--- config.mk ---
export PLATFORM = sky130hd
export DESIGN_NAME = adcc_top
export DESIGN_NICKNAME = d
export VERILOG_FILES = /design/src/design/adcc_pkg.sv /design/src/design/adcc_clk_div.sv /design/src/design/adcc_sar.sv /design/src/design/adcc_top.sv
export SDC_FILE = /design/constraint.sdc
export NUM_CORES = 1
export LEC_CHECK = 0
export BUFFER_PORTS_ARGS = -buffer_cell sky130_fd_sc_hd__clkbuf_2
export CAP_MARGIN = 20
export CORE_MARGIN = 1.5
export CORE_UTILIZATION = 48
export DETAILED_ROUTE_END_ITERATION = 10
export PLACE_DENSITY = 0.8
export SETUP_SLACK_MARGIN = 0.2
export SYNTH_ARGS = -nofsm -noshare
export SYNTH_HDL_FRONTEND = slang
export SYNTH_SLANG_ARGS = --single-unit
--- constraint.sdc ---
create_clock -name sys_clk -period 2.45 [get_ports sys_clk]
set_clock_uncertainty 0.05 [all_clocks]
set_input_delay 0.1225 -clock sys_clk [delete_from_list [all_inputs] [get_ports sys_clk]]
set_output_delay 0.1225 -clock sys_clk [all_outputs]
set_load 0.005 [all_outputs]
--- src/design/adcc_pkg.sv ---
// Constants, types and helpers shared by the converter control block.
// Assumes one bus clock, sys_clk, and an active-low asynchronous reset.
// How it works
// - A 5-bit channel_select field chooses one of 15 external analog inputs.
// - Codes 0 to 14 route analog_input 0 to 14; 0-7 port B, 8-14 port D.
// - Codes 0x0F to 0x1A, 0x1C unused and 0x1B reserved; their result is undefined.
// - Code 0x1D selects high_reference, code 0x1E selects low_reference.
// - All five channel_select bits set switches the converter off.
// - Reset sets every channel_select bit, so the converter starts powered off.
// - One 8-bit conversion_result register, overwritten at every conversion end.
// - clock_prescale divides by 1, 2, 4, 8, or 16 when its top bit is set.
// - clock_source_select one picks bus clock, zero picks crystal_reference_clock.
// - Reset clears clock_source_select, selecting crystal_reference_clock.
// - Writing status and control starts a conversion lasting 16 to 17 converter clocks.
// - conversion_complete sets at conversion end; cleared by control write or result read.
// - With completion_irq_enable, conversion end interrupts; result read or control write clears.
// - continuous_conversion repeats conversions back to back; otherwise one per start.
package adcc_pkg;
    // Byte addresses on the register bus
    localparam logic [4:0] ADCC_OFS_STATUS_CONTROL = 5'h00;
    localparam logic [4:0] ADCC_OFS_RESULT         = 5'h04;
    localparam logic [4:0] ADCC_OFS_CLOCK_CONFIG   = 5'h08;
    localparam logic [4:0] ADCC_OFS_IRQ_STATUS     = 5'h0C;
    localparam logic [4:0] ADCC_OFS_IRQ_MASK       = 5'h10;

    // Field positions
    localparam int ADCC_SC_CONVERSION_COMPLETE_BIT    = 7;
    localparam int ADCC_SC_COMPLETION_IRQ_ENABLE_BIT    = 6;
    localparam int ADCC_SC_CONT_BIT    = 5;
    localparam int ADCC_CC_SOURCE_BIT  = 4;
    localparam int ADCC_CC_PRESC_LSB   = 5;
    localparam int ADCC_IRQ_DONE_BIT   = 0;

    // Values after reset
    localparam logic [7:0] ADCC_SC_RESET       = 8'h1F;
    localparam logic [7:0] ADCC_CC_RESET       = 8'h00;
    localparam logic [7:0] ADCC_IRQ_MASK_RESET = 8'h01;

    // Channel codes
    localparam logic [4:0] ADCC_CH_LAST_EXT  = 5'h0E;
    localparam logic [4:0] ADCC_CH_HIGH_REF  = 5'h1D;
    localparam logic [4:0] ADCC_CH_LOW_REF   = 5'h1E;
    localparam logic [4:0] ADCC_CH_POWER_OFF = 5'h1F;

    // Conversion timing in converter clocks
    localparam logic [3:0] ADCC_LAST_SAMPLE_STEP = 4'h7;
    localparam logic [3:0] ADCC_LAST_STEP        = 4'hF;
    // Start one step early: the first tick only aligns to the converter clock
    localparam logic [3:0] ADCC_START_STEP       = 4'hF;
    localparam logic [7:0] ADCC_SAR_FIRST_TRIAL  = 8'h80;

    typedef enum logic [1:0]
    {
        ADCC_IDLE   = 2'b00,
        ADCC_SAMPLE = 2'b01,
        ADCC_APPROX = 2'b11
    } adcc_conv_state_type;

    // Terminal count of the prescaler for a clock_prescale code
    function automatic logic [3:0] adcc_presc_limit(input logic [2:0] code);
        logic [3:0] lim;
        lim = 4'hF;
        unique case (code[1:0])
            2'b00: lim = 4'h0;
            2'b01: lim = 4'h1;
            2'b10: lim = 4'h3;
            2'b11: lim = 4'h7;
        endcase
        if (code[2])
            lim = 4'hF;
        return lim;
    endfunction : adcc_presc_limit

    // One-hot external input enables for a channel code
    function automatic logic [14:0] adcc_ext_select(input logic [4:0] ch);
        logic [14:0] sel;
        sel = 15'h0000;
        if (ch <= ADCC_CH_LAST_EXT)
            sel[ch[3:0]] = 1'b1;
        return sel;
    endfunction : adcc_ext_select
endpackage : adcc_pkg

--- src/design/adcc_clk_div.sv ---
// Converter clock source selection and prescaler, as an enable pulse.
// Assumes crystal_reference_clock is already synchronous to sys_clk.
`timescale 1ns/100ps
`default_nettype none
module adcc_clk_div
(
    input  wire logic       sys_clk,                 // Bus clock
    input  wire logic       reset_n,                 // Async reset, active low
    input  wire logic       clock_source_select,     // 1 bus clock, 0 crystal
    input  wire logic [2:0] clock_prescale,          // Divide code
    input  wire logic       crystal_reference_clock, // External reference level
    output logic            conv_tick                // One pulse per converter clock
);
    logic       xtal_q;
    logic [3:0] count_q;
    logic       src_tick;
    logic [3:0] limit;

    always_ff @(posedge sys_clk or negedge reset_n)
    begin
        if (!reset_n)
            xtal_q <= 1'b0;
        else
            xtal_q <= crystal_reference_clock;
    end

    assign src_tick = clock_source_select ? 1'b1 : (crystal_reference_clock & ~xtal_q);
    assign limit    = adcc_pkg::adcc_presc_limit(clock_prescale);

    // Counter wraps on limit; a code change mid-count is on software
    always_ff @(posedge sys_clk or negedge reset_n)
    begin
        if (!reset_n)
            count_q <= 4'h0;
        else if (src_tick)
            count_q <= (count_q >= limit) ? 4'h0 : count_q + 4'h1;
    end

    assign conv_tick = src_tick && (count_q >= limit);
endmodule : adcc_clk_div
`default_nettype wire

--- src/design/adcc_sar.sv ---
// Successive approximation sequencer: align tick, 8 sample clocks, 8 bit decisions.
// Assumes comparator_above is valid one converter clock after dac_code moves.
`timescale 1ns/100ps
`default_nettype none
module adcc_sar
(
    input  wire logic       sys_clk,          // Bus clock
    input  wire logic       reset_n,          // Async reset, active low
    input  wire logic       start,            // Begin or restart a conversion
    input  wire logic       stop,             // Abandon any conversion
    input  wire logic       conv_tick,        // Converter clock enable
    input  wire logic       comparator_above, // Input above dac_code
    output logic            busy,             // Conversion running
    output logic            done,             // One-cycle end pulse
    output logic [7:0]      dac_code          // Trial code, final value at done
);
    adcc_pkg::adcc_conv_state_type state_q;
    logic [3:0] step_q;
    logic [2:0] bit_idx;

    assign busy    = (state_q != adcc_pkg::ADCC_IDLE);
    assign bit_idx = ~step_q[2:0];

    always_ff @(posedge sys_clk or negedge reset_n)
    begin
        if (!reset_n)
        begin
            state_q  <= adcc_pkg::ADCC_IDLE;
            step_q   <= 4'h0;
            dac_code <= 8'h00;
        end
        else if (stop)
            state_q <= adcc_pkg::ADCC_IDLE;
        else if (start)
        begin
            // Extra aligning tick keeps the length at 16 to 17 converter clocks
            state_q <= adcc_pkg::ADCC_SAMPLE;
            step_q  <= adcc_pkg::ADCC_START_STEP;
        end
        else if (conv_tick)
        begin
            unique case (state_q)
                adcc_pkg::ADCC_IDLE: ;
                adcc_pkg::ADCC_SAMPLE:
                begin
                    step_q <= step_q + 4'h1;
                    if (step_q == adcc_pkg::ADCC_LAST_SAMPLE_STEP)
                    begin
                        state_q  <= adcc_pkg::ADCC_APPROX;
                        dac_code <= adcc_pkg::ADCC_SAR_FIRST_TRIAL;
                    end
                end
                adcc_pkg::ADCC_APPROX:
                begin
                    step_q <= step_q + 4'h1;
                    dac_code[bit_idx] <= comparator_above;
                    if (bit_idx != 3'd0)
                        dac_code[bit_idx - 3'd1] <= 1'b1;
                    if (step_q == adcc_pkg::ADCC_LAST_STEP)
                        state_q <= adcc_pkg::ADCC_IDLE;
                end
            endcase
        end
    end

    always_ff @(posedge sys_clk or negedge reset_n)
    begin
        if (!reset_n)
            done <= 1'b0;
        else
            done <= !stop && !start && conv_tick && state_q == adcc_pkg::ADCC_APPROX
                    && step_q == adcc_pkg::ADCC_LAST_STEP;
    end
endmodule : adcc_sar
`default_nettype wire

--- src/design/adcc_top.sv ---
// Converter control: channel mux, power, clocking, result and interrupt.
// Assumes an Avalon-MM master on sys_clk; low byte of each word is used.
`timescale 1ns/100ps
`default_nettype none
module adcc_top
(
    input  wire logic        sys_clk,                 // Bus clock, 100 MHz
    input  wire logic        reset_n,                 // Async reset, active low
    input  wire logic [4:0]  address,                 // Avalon byte address
    input  wire logic        read,                    // Avalon read
    input  wire logic        write,                   // Avalon write
    input  wire logic [3:0]  byteenable,              // Avalon byte enables
    input  wire logic [31:0] writedata,               // Avalon write data
    output logic [31:0]      readdata,                // Avalon read data
    output logic             waitrequest,             // Avalon wait
    output logic             irq,                     // Level interrupt
    input  wire logic        crystal_reference_clock, // External reference clock
    input  wire logic        comparator_above,        // Analog compare result
    output logic [7:0]       dac_code,                // Trial code to the DAC
    output logic [7:0]       analog_input_sel_b,      // Inputs 0-7 enables
    output logic [6:0]       analog_input_sel_d,      // Inputs 8-14 enables
    output logic             high_reference_sel,      // Internal high node
    output logic             low_reference_sel,       // Internal low node
    output logic             converter_power_on       // Analog power enable
);
    logic       ack_q;
    logic       wr_byte;
    logic       wr_sc;
    logic       wr_cc;
    logic       wr_irq_status;
    logic       wr_irq_mask;
    logic       rd_result;
    logic [4:0] channel_select_q;
    logic       continuous_conversion_q;
    logic       completion_irq_enable_q;
    logic       conversion_complete_q;
    logic       clock_source_select_q;
    logic [2:0] clock_prescale_q;
    logic [7:0] conversion_result_q;
    logic [7:0] irq_status_q;
    logic [7:0] irq_mask_q;
    logic [7:0] rd_byte;
    logic       new_off;
    logic       conv_tick;
    logic       conv_busy;
    logic       conv_done;
    logic       conv_start;
    logic       conv_stop;
    logic [7:0] sar_code;

    // Bus slave: one wait state, every access answered at the second edge
    assign waitrequest = (read || write) && !ack_q;

    always_ff @(posedge sys_clk or negedge reset_n)
    begin
        if (!reset_n)
            ack_q <= 1'b0;
        else
            ack_q <= (read || write) && !ack_q;
    end

    assign wr_byte       = write && ack_q && byteenable[0];
    assign wr_sc         = wr_byte && address == adcc_pkg::ADCC_OFS_STATUS_CONTROL;
    assign wr_cc         = wr_byte && address == adcc_pkg::ADCC_OFS_CLOCK_CONFIG;
    assign wr_irq_status = wr_byte && address == adcc_pkg::ADCC_OFS_IRQ_STATUS;
    assign wr_irq_mask   = wr_byte && address == adcc_pkg::ADCC_OFS_IRQ_MASK;
    assign rd_result     = read && ack_q && address == adcc_pkg::ADCC_OFS_RESULT;

    always_comb
    begin
        rd_byte = 8'h00;
        unique case (address)
            adcc_pkg::ADCC_OFS_STATUS_CONTROL:
                rd_byte = {conversion_complete_q, completion_irq_enable_q,
                           continuous_conversion_q, channel_select_q};
            adcc_pkg::ADCC_OFS_RESULT:
                rd_byte = conversion_result_q;
            adcc_pkg::ADCC_OFS_CLOCK_CONFIG:
                rd_byte = {clock_prescale_q, clock_source_select_q, 4'h0};
            adcc_pkg::ADCC_OFS_IRQ_STATUS:
                rd_byte = irq_status_q;
            adcc_pkg::ADCC_OFS_IRQ_MASK:
                rd_byte = irq_mask_q;
            default:
                rd_byte = 8'h00;
        endcase
    end

    // Data captured in the wait cycle so it stands at the answering edge
    always_ff @(posedge sys_clk or negedge reset_n)
    begin
        if (!reset_n)
            readdata <= 32'h0000_0000;
        else if (read && !ack_q)
            readdata <= {24'h00_0000, rd_byte};
    end

    // Status and control fields
    always_ff @(posedge sys_clk or negedge reset_n)
    begin
        if (!reset_n)
        begin
            channel_select_q        <= adcc_pkg::ADCC_SC_RESET[4:0];
            continuous_conversion_q <= adcc_pkg::ADCC_SC_RESET[adcc_pkg::ADCC_SC_CONT_BIT];
            completion_irq_enable_q <= adcc_pkg::ADCC_SC_RESET[adcc_pkg::ADCC_SC_COMPLETION_IRQ_ENABLE_BIT];
        end
        else if (wr_sc)
        begin
            channel_select_q        <= writedata[4:0];
            continuous_conversion_q <= writedata[adcc_pkg::ADCC_SC_CONT_BIT];
            completion_irq_enable_q <= writedata[adcc_pkg::ADCC_SC_COMPLETION_IRQ_ENABLE_BIT];
        end
    end

    // Clock configuration; changes mid-conversion corrupt only that result
    always_ff @(posedge sys_clk or negedge reset_n)
    begin
        if (!reset_n)
        begin
            clock_source_select_q <= adcc_pkg::ADCC_CC_RESET[adcc_pkg::ADCC_CC_SOURCE_BIT];
            clock_prescale_q      <= adcc_pkg::ADCC_CC_RESET[7:5];
        end
        else if (wr_cc)
        begin
            clock_source_select_q <= writedata[adcc_pkg::ADCC_CC_SOURCE_BIT];
            clock_prescale_q      <= writedata[adcc_pkg::ADCC_CC_PRESC_LSB +: 3];
        end
    end

    // Analog side enables; unused and reserved codes connect nothing
    always_ff @(posedge sys_clk or negedge reset_n)
    begin
        if (!reset_n)
        begin
            analog_input_sel_b <= 8'h00;
            analog_input_sel_d <= 7'h00;
            high_reference_sel <= 1'b0;
            low_reference_sel  <= 1'b0;
            converter_power_on <= 1'b0;
        end
        else
        begin
            {analog_input_sel_d, analog_input_sel_b} <= adcc_pkg::adcc_ext_select(channel_select_q);
            high_reference_sel <= channel_select_q == adcc_pkg::ADCC_CH_HIGH_REF;
            low_reference_sel  <= channel_select_q == adcc_pkg::ADCC_CH_LOW_REF;
            converter_power_on <= channel_select_q != adcc_pkg::ADCC_CH_POWER_OFF;
        end
    end

    // Conversion sequencing
    assign new_off    = writedata[4:0] == adcc_pkg::ADCC_CH_POWER_OFF;
    assign conv_stop  = wr_sc && new_off;
    assign conv_start = (wr_sc && !new_off)
                        || (conv_done && continuous_conversion_q && !wr_sc
                            && channel_select_q != adcc_pkg::ADCC_CH_POWER_OFF);

    adcc_clk_div u_clk_div
    (
        .sys_clk                 (sys_clk),
        .reset_n                 (reset_n),
        .clock_source_select     (clock_source_select_q),
        .clock_prescale          (clock_prescale_q),
        .crystal_reference_clock (crystal_reference_clock),
        .conv_tick               (conv_tick)
    );

    adcc_sar u_sar
    (
        .sys_clk          (sys_clk),
        .reset_n          (reset_n),
        .start            (conv_start),
        .stop             (conv_stop),
        .conv_tick        (conv_tick),
        .comparator_above (comparator_above),
        .busy             (conv_busy),
        .done             (conv_done),
        .dac_code         (sar_code)
    );

    assign dac_code = sar_code;

    always_ff @(posedge sys_clk or negedge reset_n)
    begin
        if (!reset_n)
            conversion_result_q <= 8'h00;
        else if (conv_done)
            conversion_result_q <= sar_code;
    end

    // Completion flag: a finishing conversion beats a same-cycle clear
    always_ff @(posedge sys_clk or negedge reset_n)
    begin
        if (!reset_n)
            conversion_complete_q <= 1'b0;
        else if (conv_done)
            conversion_complete_q <= 1'b1;
        else if (wr_sc || rd_result)
            conversion_complete_q <= 1'b0;
    end

    // Sticky interrupt status, write one to clear; also cleared like the flag
    always_ff @(posedge sys_clk or negedge reset_n)
    begin
        if (!reset_n)
            irq_status_q <= 8'h00;
        else if (conv_done)
            irq_status_q[adcc_pkg::ADCC_IRQ_DONE_BIT] <= 1'b1;
        else if (wr_sc || rd_result)
            irq_status_q[adcc_pkg::ADCC_IRQ_DONE_BIT] <= 1'b0;
        else if (wr_irq_status)
            irq_status_q <= irq_status_q & ~writedata[7:0];
    end

    always_ff @(posedge sys_clk or negedge reset_n)
    begin
        if (!reset_n)
            irq_mask_q <= adcc_pkg::ADCC_IRQ_MASK_RESET;
        else if (wr_irq_mask)
            irq_mask_q <= writedata[7:0];
    end

    assign irq = completion_irq_enable_q && |(irq_status_q & irq_mask_q);
endmodule : adcc_top
`default_nettype wire

# Word-level counts from Yosys, hierarchy flattened
# Cells that the tools add are included.
# op_classes
bitwise	11
n_eq_ne	18
muxes	30
order_cmp	8
n_addsub	3
reduce_logical	48
# op_table
cell	n
$pmux W8 S5	1
$logic_and A1 B1 Y1	24
$eq A5 B5 Y1 const B	4
$mux W4	5
$and A8 B8 Y8	2
$mux W8	2
$pmux W4 S4	1
$pmux W8 S2	1
$mux W15	1
$eq A5 B4 Y1 const B	2
$mux W2	5
$mux W1	9
$reduce_bool A3 Y1	3
$add A4 B1 Y4 const B	2
$bwmux W8	1
$lt A3 B4 Y1 const B	2
$ne A4 B1 Y1 const B	2
$not A8 Y8	1
$or A8 B8 Y8	1
$reduce_bool A2 Y1	4
$reduce_or A8 Y1	1
$demux W1 S3	2
$eq A2 B2 Y1 const B	3
$ge A3 B1 Y1 const B	2
25 further kinds	37
# totals
output_inout_bits	60
inputBits	47
regBits	83
word_cells	141

# Longest topological paths before layout
# Gate-level depths: netlist (run 1).
# logic_depth
ltp_word	12
mapped_depth	8
depth_no_buf	7

# Hierarchy
# A second synthesis (run 1) with hierarchy kept.
# unflattened
cells_unflattened	375
area_unflattened_um2	4209.0
# by_module_without_submodules
module	seq_area_each_um2	cells_per_inst	area_per_inst_um2	instances
adcc_top	1584.0	238	2966.6	1
adcc_sar	375.4	99	903.4	1
adcc_clk_div	125.1	38	339.1	1

# Least setup slack after synthesis (run 1)
# Ideal clock, no wire load.
# synth_path
path_kind	register -> register
startpoint	register clock_prescale_q[0]
endpoint	register u_sar.dac_code[7]
synth_period_minus_slack_ns	2.151
slack_ns	0.299
setup_time_ns	0.119
path_stages_with_launch	9
path_buffers	1
arrival_time_ns	1.982
t_required_ns	2.281
cell_sequence	dfrtp_1 -> or3_1 -> ha_1 -> nor2b_1 -> o21ai_0 -> and3_1 -> clkbuf_1 -> nand3_1 -> o21a_1
# synth_between
elab_chain_cells	6
elab_cells_between_ends	9
cone_classes	order compare (1); eq/ne (3); mux (2); reduce/logical (3)
# synth_rtl
element	line	rtl
from (decl)	adcc_top.sv:38	logic [2:0] clock_prescale_q;
from (signal assigned)	adcc_top.sv:121	clock_prescale_q <= adcc_pkg::ADCC_CC_RESET[7:5];
from (signal assigned)	adcc_top.sv:126	clock_prescale_q <= writedata[adcc_pkg::ADCC_CC_PRESC_LSB +: 3];
$eq A2 B2 Y1 (tied with other cells)	adcc_pkg.sv:63	unique case (code[1:0])
$pmux W4 S4 *	adcc_pkg.sv:63	
$mux W4 *	adcc_pkg.sv:69	if (code[2])
$ge A4 B4 Y1 *	adcc_clk_div.sv:39	assign conv_tick = src_tick && (count_q >= limit);
$logic_and A1 B1 Y1 *	adcc_clk_div.sv:39	
$reduce_and A5 Y1 (no source line) *	n/a	
to (signal assigned)	adcc_sar.sv:50	dac_code <= adcc_pkg::ADCC_SAR_FIRST_TRIAL;
to (signal, indexed assignment)	adcc_sar.sv:56	dac_code[bit_idx] <= comparator_above;
to (decl)	adcc_sar.sv:15	output logic [7:0] dac_code
# Mark *: on every way between the ends. The rest lies on a longest branch, timed or not. The select of a mux whose other input is x is not followed.
# A chain may end at the register's enable or synchronous reset.

# Final worst setup path (run 1)
# layout_path
startpoint	register clock_prescale_q[0]
endpoint	register u_sar.state_q[1]
# layout_between
elab_chain_cells	7
elab_cells_between_ends	10
cone_classes	order compare (1); eq/ne (3); mux (2); reduce/logical (4)
# layout_rtl
element	line	rtl
$eq A2 B2 Y1 (tied with other cells)	adcc_pkg.sv:63	
$pmux W4 S4 *	adcc_pkg.sv:63	
$mux W4 *	adcc_pkg.sv:69	
$ge A4 B4 Y1 *	adcc_clk_div.sv:39	
$logic_and A1 B1 Y1 *	adcc_clk_div.sv:39	
$reduce_bool A3 Y1 (no source line) *	n/a	
$reduce_and A4 Y1 (no source line) *	n/a	
to (signal assigned)	adcc_sar.sv:28	state_q <= adcc_pkg::ADCC_IDLE;
to (signal assigned)	adcc_sar.sv:33	state_q <= adcc_pkg::ADCC_IDLE;
to (signal assigned)	adcc_sar.sv:37	state_q <= adcc_pkg::ADCC_SAMPLE;
to (decl)	adcc_sar.sv:17	adcc_pkg::adcc_conv_state_type state_q;
# Marks and branches as above.

==> results of run 1 <==
where the power goes:
part | switching (mW) | leakage (nW) | total [mW] | internal (mW)
Combinational | 0.406 | 1.11 | 0.697 | 0.291
Clock | 0.501 | 0.121 | 1.18 | 0.681
Sequential | 0.112 | 1.10 | 1.58 | 1.47
metrics by stage:
step | area [um^2] | std cells | hold slack, ps
CTS | 4680 | 552 | 4.76
floorplan | 4100 | 396 | -223
finish | 4740 | 553 | 14.9
global placement | 4320 | 524 | 195
global route | 4740 | 553 | 51.4
detailed placement | 4320 | 524 | 198
layout make-up:
cell class                      count  area (um^2)
Fill cell                         673         3440
Sequential cell                    83         2080
Clock inverter                      6          113
Clock buffer                       10          128
Inverter                            8         30.0
Multi-Input combinational cell    265         1770
Timing Repair Buffer               76          480
Tap cell                          105          131
layer usage:
metal	vias to the layer above	part of all wire [%]	track usage (%)
met5	-	0	0
met1	1520	42	27.0
met3	15	6.5	5.23
met2	122	50	33.9
li1	1444	-	-
met4	0	1.8	7.09
worst max-delay path, cell delays in order, from the launching register on:
cell                      delay, ps
sky130_fd_sc_hd__dfrtp_1        410
sky130_fd_sc_hd__or3_1          390
sky130_fd_sc_hd__ha_1           280
sky130_fd_sc_hd__nor2b_1        230
sky130_fd_sc_hd__o21ai_2        100
sky130_fd_sc_hd__and3_4         200
sky130_fd_sc_hd__and3_1         180
sky130_fd_sc_hd__o211a_1        200
cells in the mapped netlist (6+ instances only):
master	n
sky130_fd_sc_hd__a22o_1	8
sky130_fd_sc_hd__inv_1	8
sky130_fd_sc_hd__buf_2	6
sky130_fd_sc_hd__a22oi_1	8
sky130_fd_sc_hd__o21ai_0	13
sky130_fd_sc_hd__nor2_1	26
sky130_fd_sc_hd__ha_1	7
sky130_fd_sc_hd__a21boi_0	7
sky130_fd_sc_hd__dfrtp_1	77
sky130_fd_sc_hd__clkbuf_1	9
sky130_fd_sc_hd__nand2_1	42
sky130_fd_sc_hd__o2bb2ai_1	7
sky130_fd_sc_hd__buf_4	24
sky130_fd_sc_hd__mux2_2	21
sky130_fd_sc_hd__a222oi_1	8
sky130_fd_sc_hd__dfstp_2	6
sky130_fd_sc_hd__nand3_1	10
sky130_fd_sc_hd__nor3_1	9
registers in the layout, indices dropped and copies added, names as in the netlist:
register / count
completion_irq_enable_q: 1
continuous_conversion_q: 1
analog_input_sel_d: 7
clock_prescale_q: 3
analog_input_sel_b: 8
ack_q: 1
converter_power_on: 1
u_sar.dac_code: 8
high_reference_sel: 1
u_sar.done: 1
irq_mask_q: 8
u_sar.step_q: 4
irq_status_q: 8
conversion_result_q: 8
u_clk_div.count_q: 4
u_sar.state_q: 2
channel_select_q: 5
clock_source_select_q: 1
conversion_complete_q: 1
low_reference_sel: 1
u_clk_div.xtal_q: 1
readdata: 8
kinds of logic (layout without fill, tap and decap cells):
family          after synthesis  after routing  synth area share (%)
xor+xnor                      2              2                 0.436
compound gates               81             81                  15.6
other cells                   1             24                0.0934
fa+ha+maj                     7              7                  2.18
mux                          21             21                  5.89
simple gates                130            130                  16.9
flops                        83             83                  51.9
buf+inv                      48            100                  6.92
worst max-delay path by stage:
stage	to
6_report	u_sar.state_q[1]
5_1_grt	u_clk_div.count_q[0]
4_1_cts	u_sar.step_q[3]
3_5_place_dp	u_sar.dac_code[3]
3_3_place_gp	u_sar.dac_code[1]
2_1_floorplan	u_sar.dac_code[7]
repair_timing:
action / 4_1_cts / 5_1_grt
buffers inserted: 2 / 0
hold buffers: 10 / 0
hold endpoints to repair: 96 / 0
pin swaps: 1 / 1
resized for setup: 3 / 5
endpoints found under the setup margin: 11 / 9
cell usage in the layout, fill, tap and decap left out, types with 9 or more instances in the layout:
| master | Yosys | final |
|---|---|---|
| sky130_fd_sc_hd__mux2_2 | 21 | 21 |
| sky130_fd_sc_hd__nand2_1 | 42 | 42 |
| sky130_fd_sc_hd__o21ai_0 | 13 | 12 |
| sky130_fd_sc_hd__clkbuf_2 | 0 | 54 |
| sky130_fd_sc_hd__clkbuf_8 | 0 | 9 |
| sky130_fd_sc_hd__nor2_1 | 26 | 26 |
| sky130_fd_sc_hd__buf_4 | 24 | 11 |
| sky130_fd_sc_hd__nand3_1 | 10 | 9 |
| sky130_fd_sc_hd__dfrtp_1 | 77 | 77 |
| sky130_fd_sc_hd__conb_1 | 1 | 24 |
| sky130_fd_sc_hd__dlygate4sd3_1 | 0 | 10 |
==> reports/summary.md, run 1 <==
Timing
* 64.0% — remaining max-slew budget at the tightest pin
* 0 — total of endpoints with negative setup slack in the final report
* 2150 ps — minimum clock period after layout
* 0 — Final Hold Violating Endpoints
* 0 — max-slew violation total from the final report
* false — RSZ-0062 raised after global routing
* 0.464 GHz — Achievable Freq
* 296 ps — smallest setup slack after layout
* 87.9% — Period Utilization, post-route
* 537 ps — worst-margin pin slew
* 0 ps — Final TNS setup

Clock tree
* 9 — TritonCTS Buffers
* 80 ps — clock-pin slew reported for the worst setup and hold paths after clock tree synthesis
* built — clock tree from TritonCTS
* 350 ps — clock latency reported for the late side of the worst-skew pair
* 83 — clk sink count
* 3 — maximum level of the CTS H-tree
* sky130_fd_sc_hd__clkbuf_8 — clock tree root driver cell
* 2 — Max clock buf depth

Die
* 8920 um^2 — area of the die
* 49.1% — initial standard-cell utilization of the core
* 33 — standard-cell rows
* 107 — total I/O pin count
* 94.5 um — die height
* 94.5 um — die width
* 8180 um^2 — area of the core region

GRT
* 14.1 mm — first-pass GRT wire length
* 2878 — vias in the first global route
* 84 — largest net degree at the start of global routing
* 0 — number of antenna violations at the first check in global routing
* 20.8% — overall routing resource usage
* 0 — total overflow reported by the global router

Final layout
* 18.0% — area delta synth->final
* 0 — Inserted Diodes
* 57.9% — Finished Core Util
* 28.6% — layout cells sized above 1
* 497 — Total Nets Final

Detailed routing
* 5 — number of iterations in the first detailed-routing pass
* 8.97 mm — Post-Route WL
* 16.2 um — mean routed wirelength per cell
* 268 — first-iteration detailed-routing DRC count
* 3101 — vias
* 0 — residual DRC count
* 5.61 — via-per-instance ratio
* 0 — residual antenna-violating net count after detailed routing

Yosys
* sky130_fd_sc_hd__dfrtp_1 — prevailing post-synth register cell
* 10.8 um^2 — post-synthesis area per instance
* sky130_fd_sc_hd__dfrtp_1 (48%), sky130_fd_sc_hd__mux2_2 (5.9%), sky130_fd_sc_hd__buf_4 (4.5%), sky130_fd_sc_hd__dfstp_2 (3.9%), sky130_fd_sc_hd__nand2_1 (3.9%) — top post-synthesis cells by area
* 0 — EDFF count, synth
* 48.0% — share of the synthesized area in the top cell type
* sky130_fd_sc_hd__dfrtp_1 — library cell occupying the most area in the post-synthesis netlist
* 100% — Post-synth ARST share
* 4020 um^2 — cell area after technology mapping
* 83 — register bit total from synthesis
* 51.9% — sequential fraction of the synthesis area
* 54 — number of unique standard cell types used by synthesis
* 0 — Synth warnings
* 373 — Cells after Synth

Worst hold path
* read — launch point of the worst hold path
* ack_q — destination of the worst hold path
* 3 — instance count along the most critical hold path
* in2reg — path type of the worst min-delay path

Setup path
* 300 ps — Worst R2R Setup Slack
* reg2reg — type of the worst setup path
* register — Critical Path Start Type
* u_sar.state_q[1] — Critical R2R Capture
* clock_prescale_q[0] — crit path from
* 8 — maximum fanout along the worst path
* 7 — depth of the worst register-to-register path
* register — Critical Path Sink Type
* 2350 ps — worst path arrival time
* clock_prescale_q[0] — worst reg2reg startpoint
* 2650 ps — data required time at the worst endpoint

Run
* 0 — MaxCap Viol Count

Power and ir drop
* 3.46 mW — power consumption
* 449 uV — Worst IR Drop VDD
* 2.32 nW — leakage power of the design
* 731 nW/um^2 — pwr/cell area

Place
* 74.8 ps — placement-stage worst setup slack
* 6.21 mm — HPWL reported at the end of detailed placement
* 55 — port bufs
* 0.820 — last weighted congestion value of the routability-driven placer

Run status
* completed — status

(Power assumes the default switching activity.)
==> inputs of run 2 (changes only) <==
--- a/config.mk
+++ b/config.mk
@@ -8,9 +8,9 @@
 export BUFFER_PORTS_ARGS = -buffer_cell sky130_fd_sc_hd__clkbuf_2
 export CAP_MARGIN = 20
 export CORE_MARGIN = 1.5
-export CORE_UTILIZATION = 48
+export CORE_UTILIZATION = 45
 export DETAILED_ROUTE_END_ITERATION = 10
-export PLACE_DENSITY = 0.8
+export PLACE_DENSITY = 0.76
 export SETUP_SLACK_MARGIN = 0.2
 export SYNTH_ARGS = -nofsm -noshare
 export SYNTH_HDL_FRONTEND = slang
==> constraint.sdc (replaced) <==
create_clock -name sys_clk -period 2.45 [get_ports sys_clk]
set_clock_uncertainty 0.05 [all_clocks]
set_input_delay 0.1225 -clock sys_clk [delete_from_list [all_inputs] [get_ports sys_clk]]
set_output_delay 0.1225 -clock sys_clk [all_outputs]
set_load 0.01 [all_outputs]
==> reports/summary.md, run 2 (synthesis gave the netlist of run 1 again) <==
Final layout
* 0 — Inserted Diodes, unchanged
* sky130_fd_sc_hd__dfrtp_1 — commonest non-fill, non-tap cell in the layout
* 28.4% — layout cells sized above 1, -0.16 points
* 17.9% — area delta synth->final
* sky130_fd_sc_hd__dfrtp_1 (77), sky130_fd_sc_hd__clkbuf_2 (54), sky130_fd_sc_hd__nand2_1 (42), sky130_fd_sc_hd__nor2_1 (26), sky130_fd_sc_hd__conb_1 (24) — most used cells in the layout excluding fill and tap cells
* 555 — filler-free cell count of the finished design, +0.36%
* 496 — Total Nets Final, -0.20%

GRT
* 0 — number of antenna violations at the first check in global routing, unchanged
* 14.8 mm — first-pass GRT wire length, +5.0%
* 19.6% — overall routing resource usage, -1.2 points
* 84 — largest net degree at the start of global routing, unchanged
* 0 — total overflow reported by the global router, unchanged
* 3030 — vias in the first global route, +5.3%

Timing
* 2120 ps — minimum clock period after layout, -30.5 ps
* 63.4% — remaining max-slew budget at the tightest pin, -0.65 points
* 86.7% — Period Utilization, post-route, -1.2 points
* true — RSZ-0062 raised after global routing
* 2.50 ps — minimum hold slack, -12.4 ps
* 326 ps — smallest setup slack after layout, +30.5 ps
* 0 — Final Hold Violating Endpoints, unchanged
* 547 ps — worst-margin pin slew, +9.65 ps
* 0 — total of endpoints with negative setup slack in the final report, unchanged
* 0.471 GHz — Achievable Freq, +1.4%
* 0 — max-slew violation total from the final report, unchanged
* 0 ps — Final TNS setup, unchanged

Die
* 97.5 um — die width, +3.2%
* 9500 um^2 — area of the die, +6.5%
* 107 — total I/O pin count, unchanged
* 34 — standard-cell rows, +3.0%
* 46.3% — initial standard-cell utilization of the core, -2.8 points
* 8680 um^2 — area of the core region, +6.2%
* 97.5 um — die height, +3.2%

Clock tree
* 80 ps — clock-pin slew reported for the worst setup and hold paths after clock tree synthesis, about the same
* 360 ps — clock latency reported for the late side of the worst-skew pair, about the same
* 83 — clk sink count, unchanged
* 2 — Max clock buf depth, unchanged
* sky130_fd_sc_hd__clkbuf_8 — clock tree root driver cell
* built — clock tree from TritonCTS
* 3 — maximum level of the CTS H-tree, unchanged
* 9 — TritonCTS Buffers, unchanged

Place
* 0.833 — last weighted congestion value of the routability-driven placer, +1.6%
* 6.51 mm — HPWL reported at the end of detailed placement, +4.8%
* 56.0 ps — placement-stage worst setup slack, -18.7 ps
* 55 — port bufs, unchanged
* 527 — instance count after placement with tap cells included, +0.57%

Setup path
* simple AND/OR/NAND/NOR gates — dominant delay contributor by cell family on the critical path
* 2660 ps — data required time at the worst endpoint, about the same
* reg2reg — type of the worst setup path
* 0 — Crit path buffers/inverters, unchanged
* register — Critical Path Sink Type
* 420 ps — Slowest Stage Delay on Critical Path, about the same
* sky130_fd_sc_hd__dfrtp_1 — library cell contributing the largest single delay on the critical path
* or3_1 > ha_1 > nor2b_1 > o21ai_1 > nand3_1 > or2_2 > a221oi_2 — ordered list of cells on the worst path
* 4 — maximum fanout along the worst path, -4
* 2340 ps — worst path arrival time, about the same
* register — Critical Path Start Type

Detailed routing
* 0 — residual antenna-violating net count after detailed routing, unchanged
* 3109 — vias, +0.26%
* 253 — first-iteration detailed-routing DRC count, -5.6%
* 8.96 mm — Post-Route WL, -0.11%
* 5.60 — via-per-instance ratio, -0.10%
* 16.2 um — mean routed wirelength per cell, -0.47%
* 7 — number of iterations in the first detailed-routing pass, +2
* 0 — residual DRC count, unchanged

Power and ir drop
* 2.32 nW — leakage power of the design, -0.16%
* 739 nW/um^2 — pwr/cell area, +1.1%
* 410 uV — Worst IR Drop VDD, -8.8%

Run
* 0 — MaxCap Viol Count, unchanged

Worst hold path
* in2reg — path type of the worst min-delay path

Run status
* completed — status

run 2: per-stage QoR:
step / power [mW] / util (%) / area [um^2]
floorplan: 2.09 / - / 4100
global placement: 2.23 / 49.9 / 4330
detailed placement: 2.26 / 49.9 / 4330
CTS: 3.48 / 54.1 / 4690
global route: 3.66 / 54.5 / 4730
finish: 3.50 / 54.5 / 4730
run 2: layer usage:
metal | track usage [%] | up-vias | routed length [um]
li1 | - | 1441 | -
met1 | 25.8 | 1523 | 3810
met2 | 31.8 | 126 | 4360
met3 | 3.53 | 19 | 537
met4 | 8.35 | 0 | 261
met5 | 0 | - | 0
run 2: tightest hold or removal path, stage by stage:
cell                       delay [ps]
sky130_fd_sc_hd__clkbuf_2         110
sky130_fd_sc_hd__nor2_1            90
sky130_fd_sc_hd__nor2_1            60
run 2: cell type report:
cell class | instances | area, um^2
clock buffers | 10 | 138
inverters | 8 | 30.0
flip-flops and latches | 83 | 2080
clock inverters | 6 | 113
fillers | 770 | 3950
repair buffers | 75 | 465
well taps | 108 | 135
multi-input cells | 265 | 1770
run 2: report_power, final:
part / internal [mW] / switching (mW)
Clock: 0.707 / 0.511
Combinational: 0.286 / 0.408
Sequential: 1.47 / 0.114
run 2: final timing paths:
kind,start,slack [ps],to,depth (start not counted)
worst max-delay path,clock_prescale_q[0],330,u_sar.step_q[3],7
worst min-delay path,read,2,ack_q,3
worst max register to register,clock_prescale_q[0],330,u_sar.step_q[3],7
worst min register to register,channel_select_q[4],460,channel_select_q[4],2
max in group asynchronous,reset_n,1490,irq_mask_q[0],3
min in group asynchronous,reset_n,210,analog_input_sel_b[5],2
run 2: timing repair:
| action | 4_1_cts | 5_1_grt |
|---|---|---|
| endpoints found under the hold margin | 91 | 0 |
| setup buffers | 1 | 0 |
| hold buffers | 10 | 0 |
| resized for setup | 2 | 5 |
| endpoints found under the setup margin | 10 | 12 |
| pin swaps | 1 | 0 |
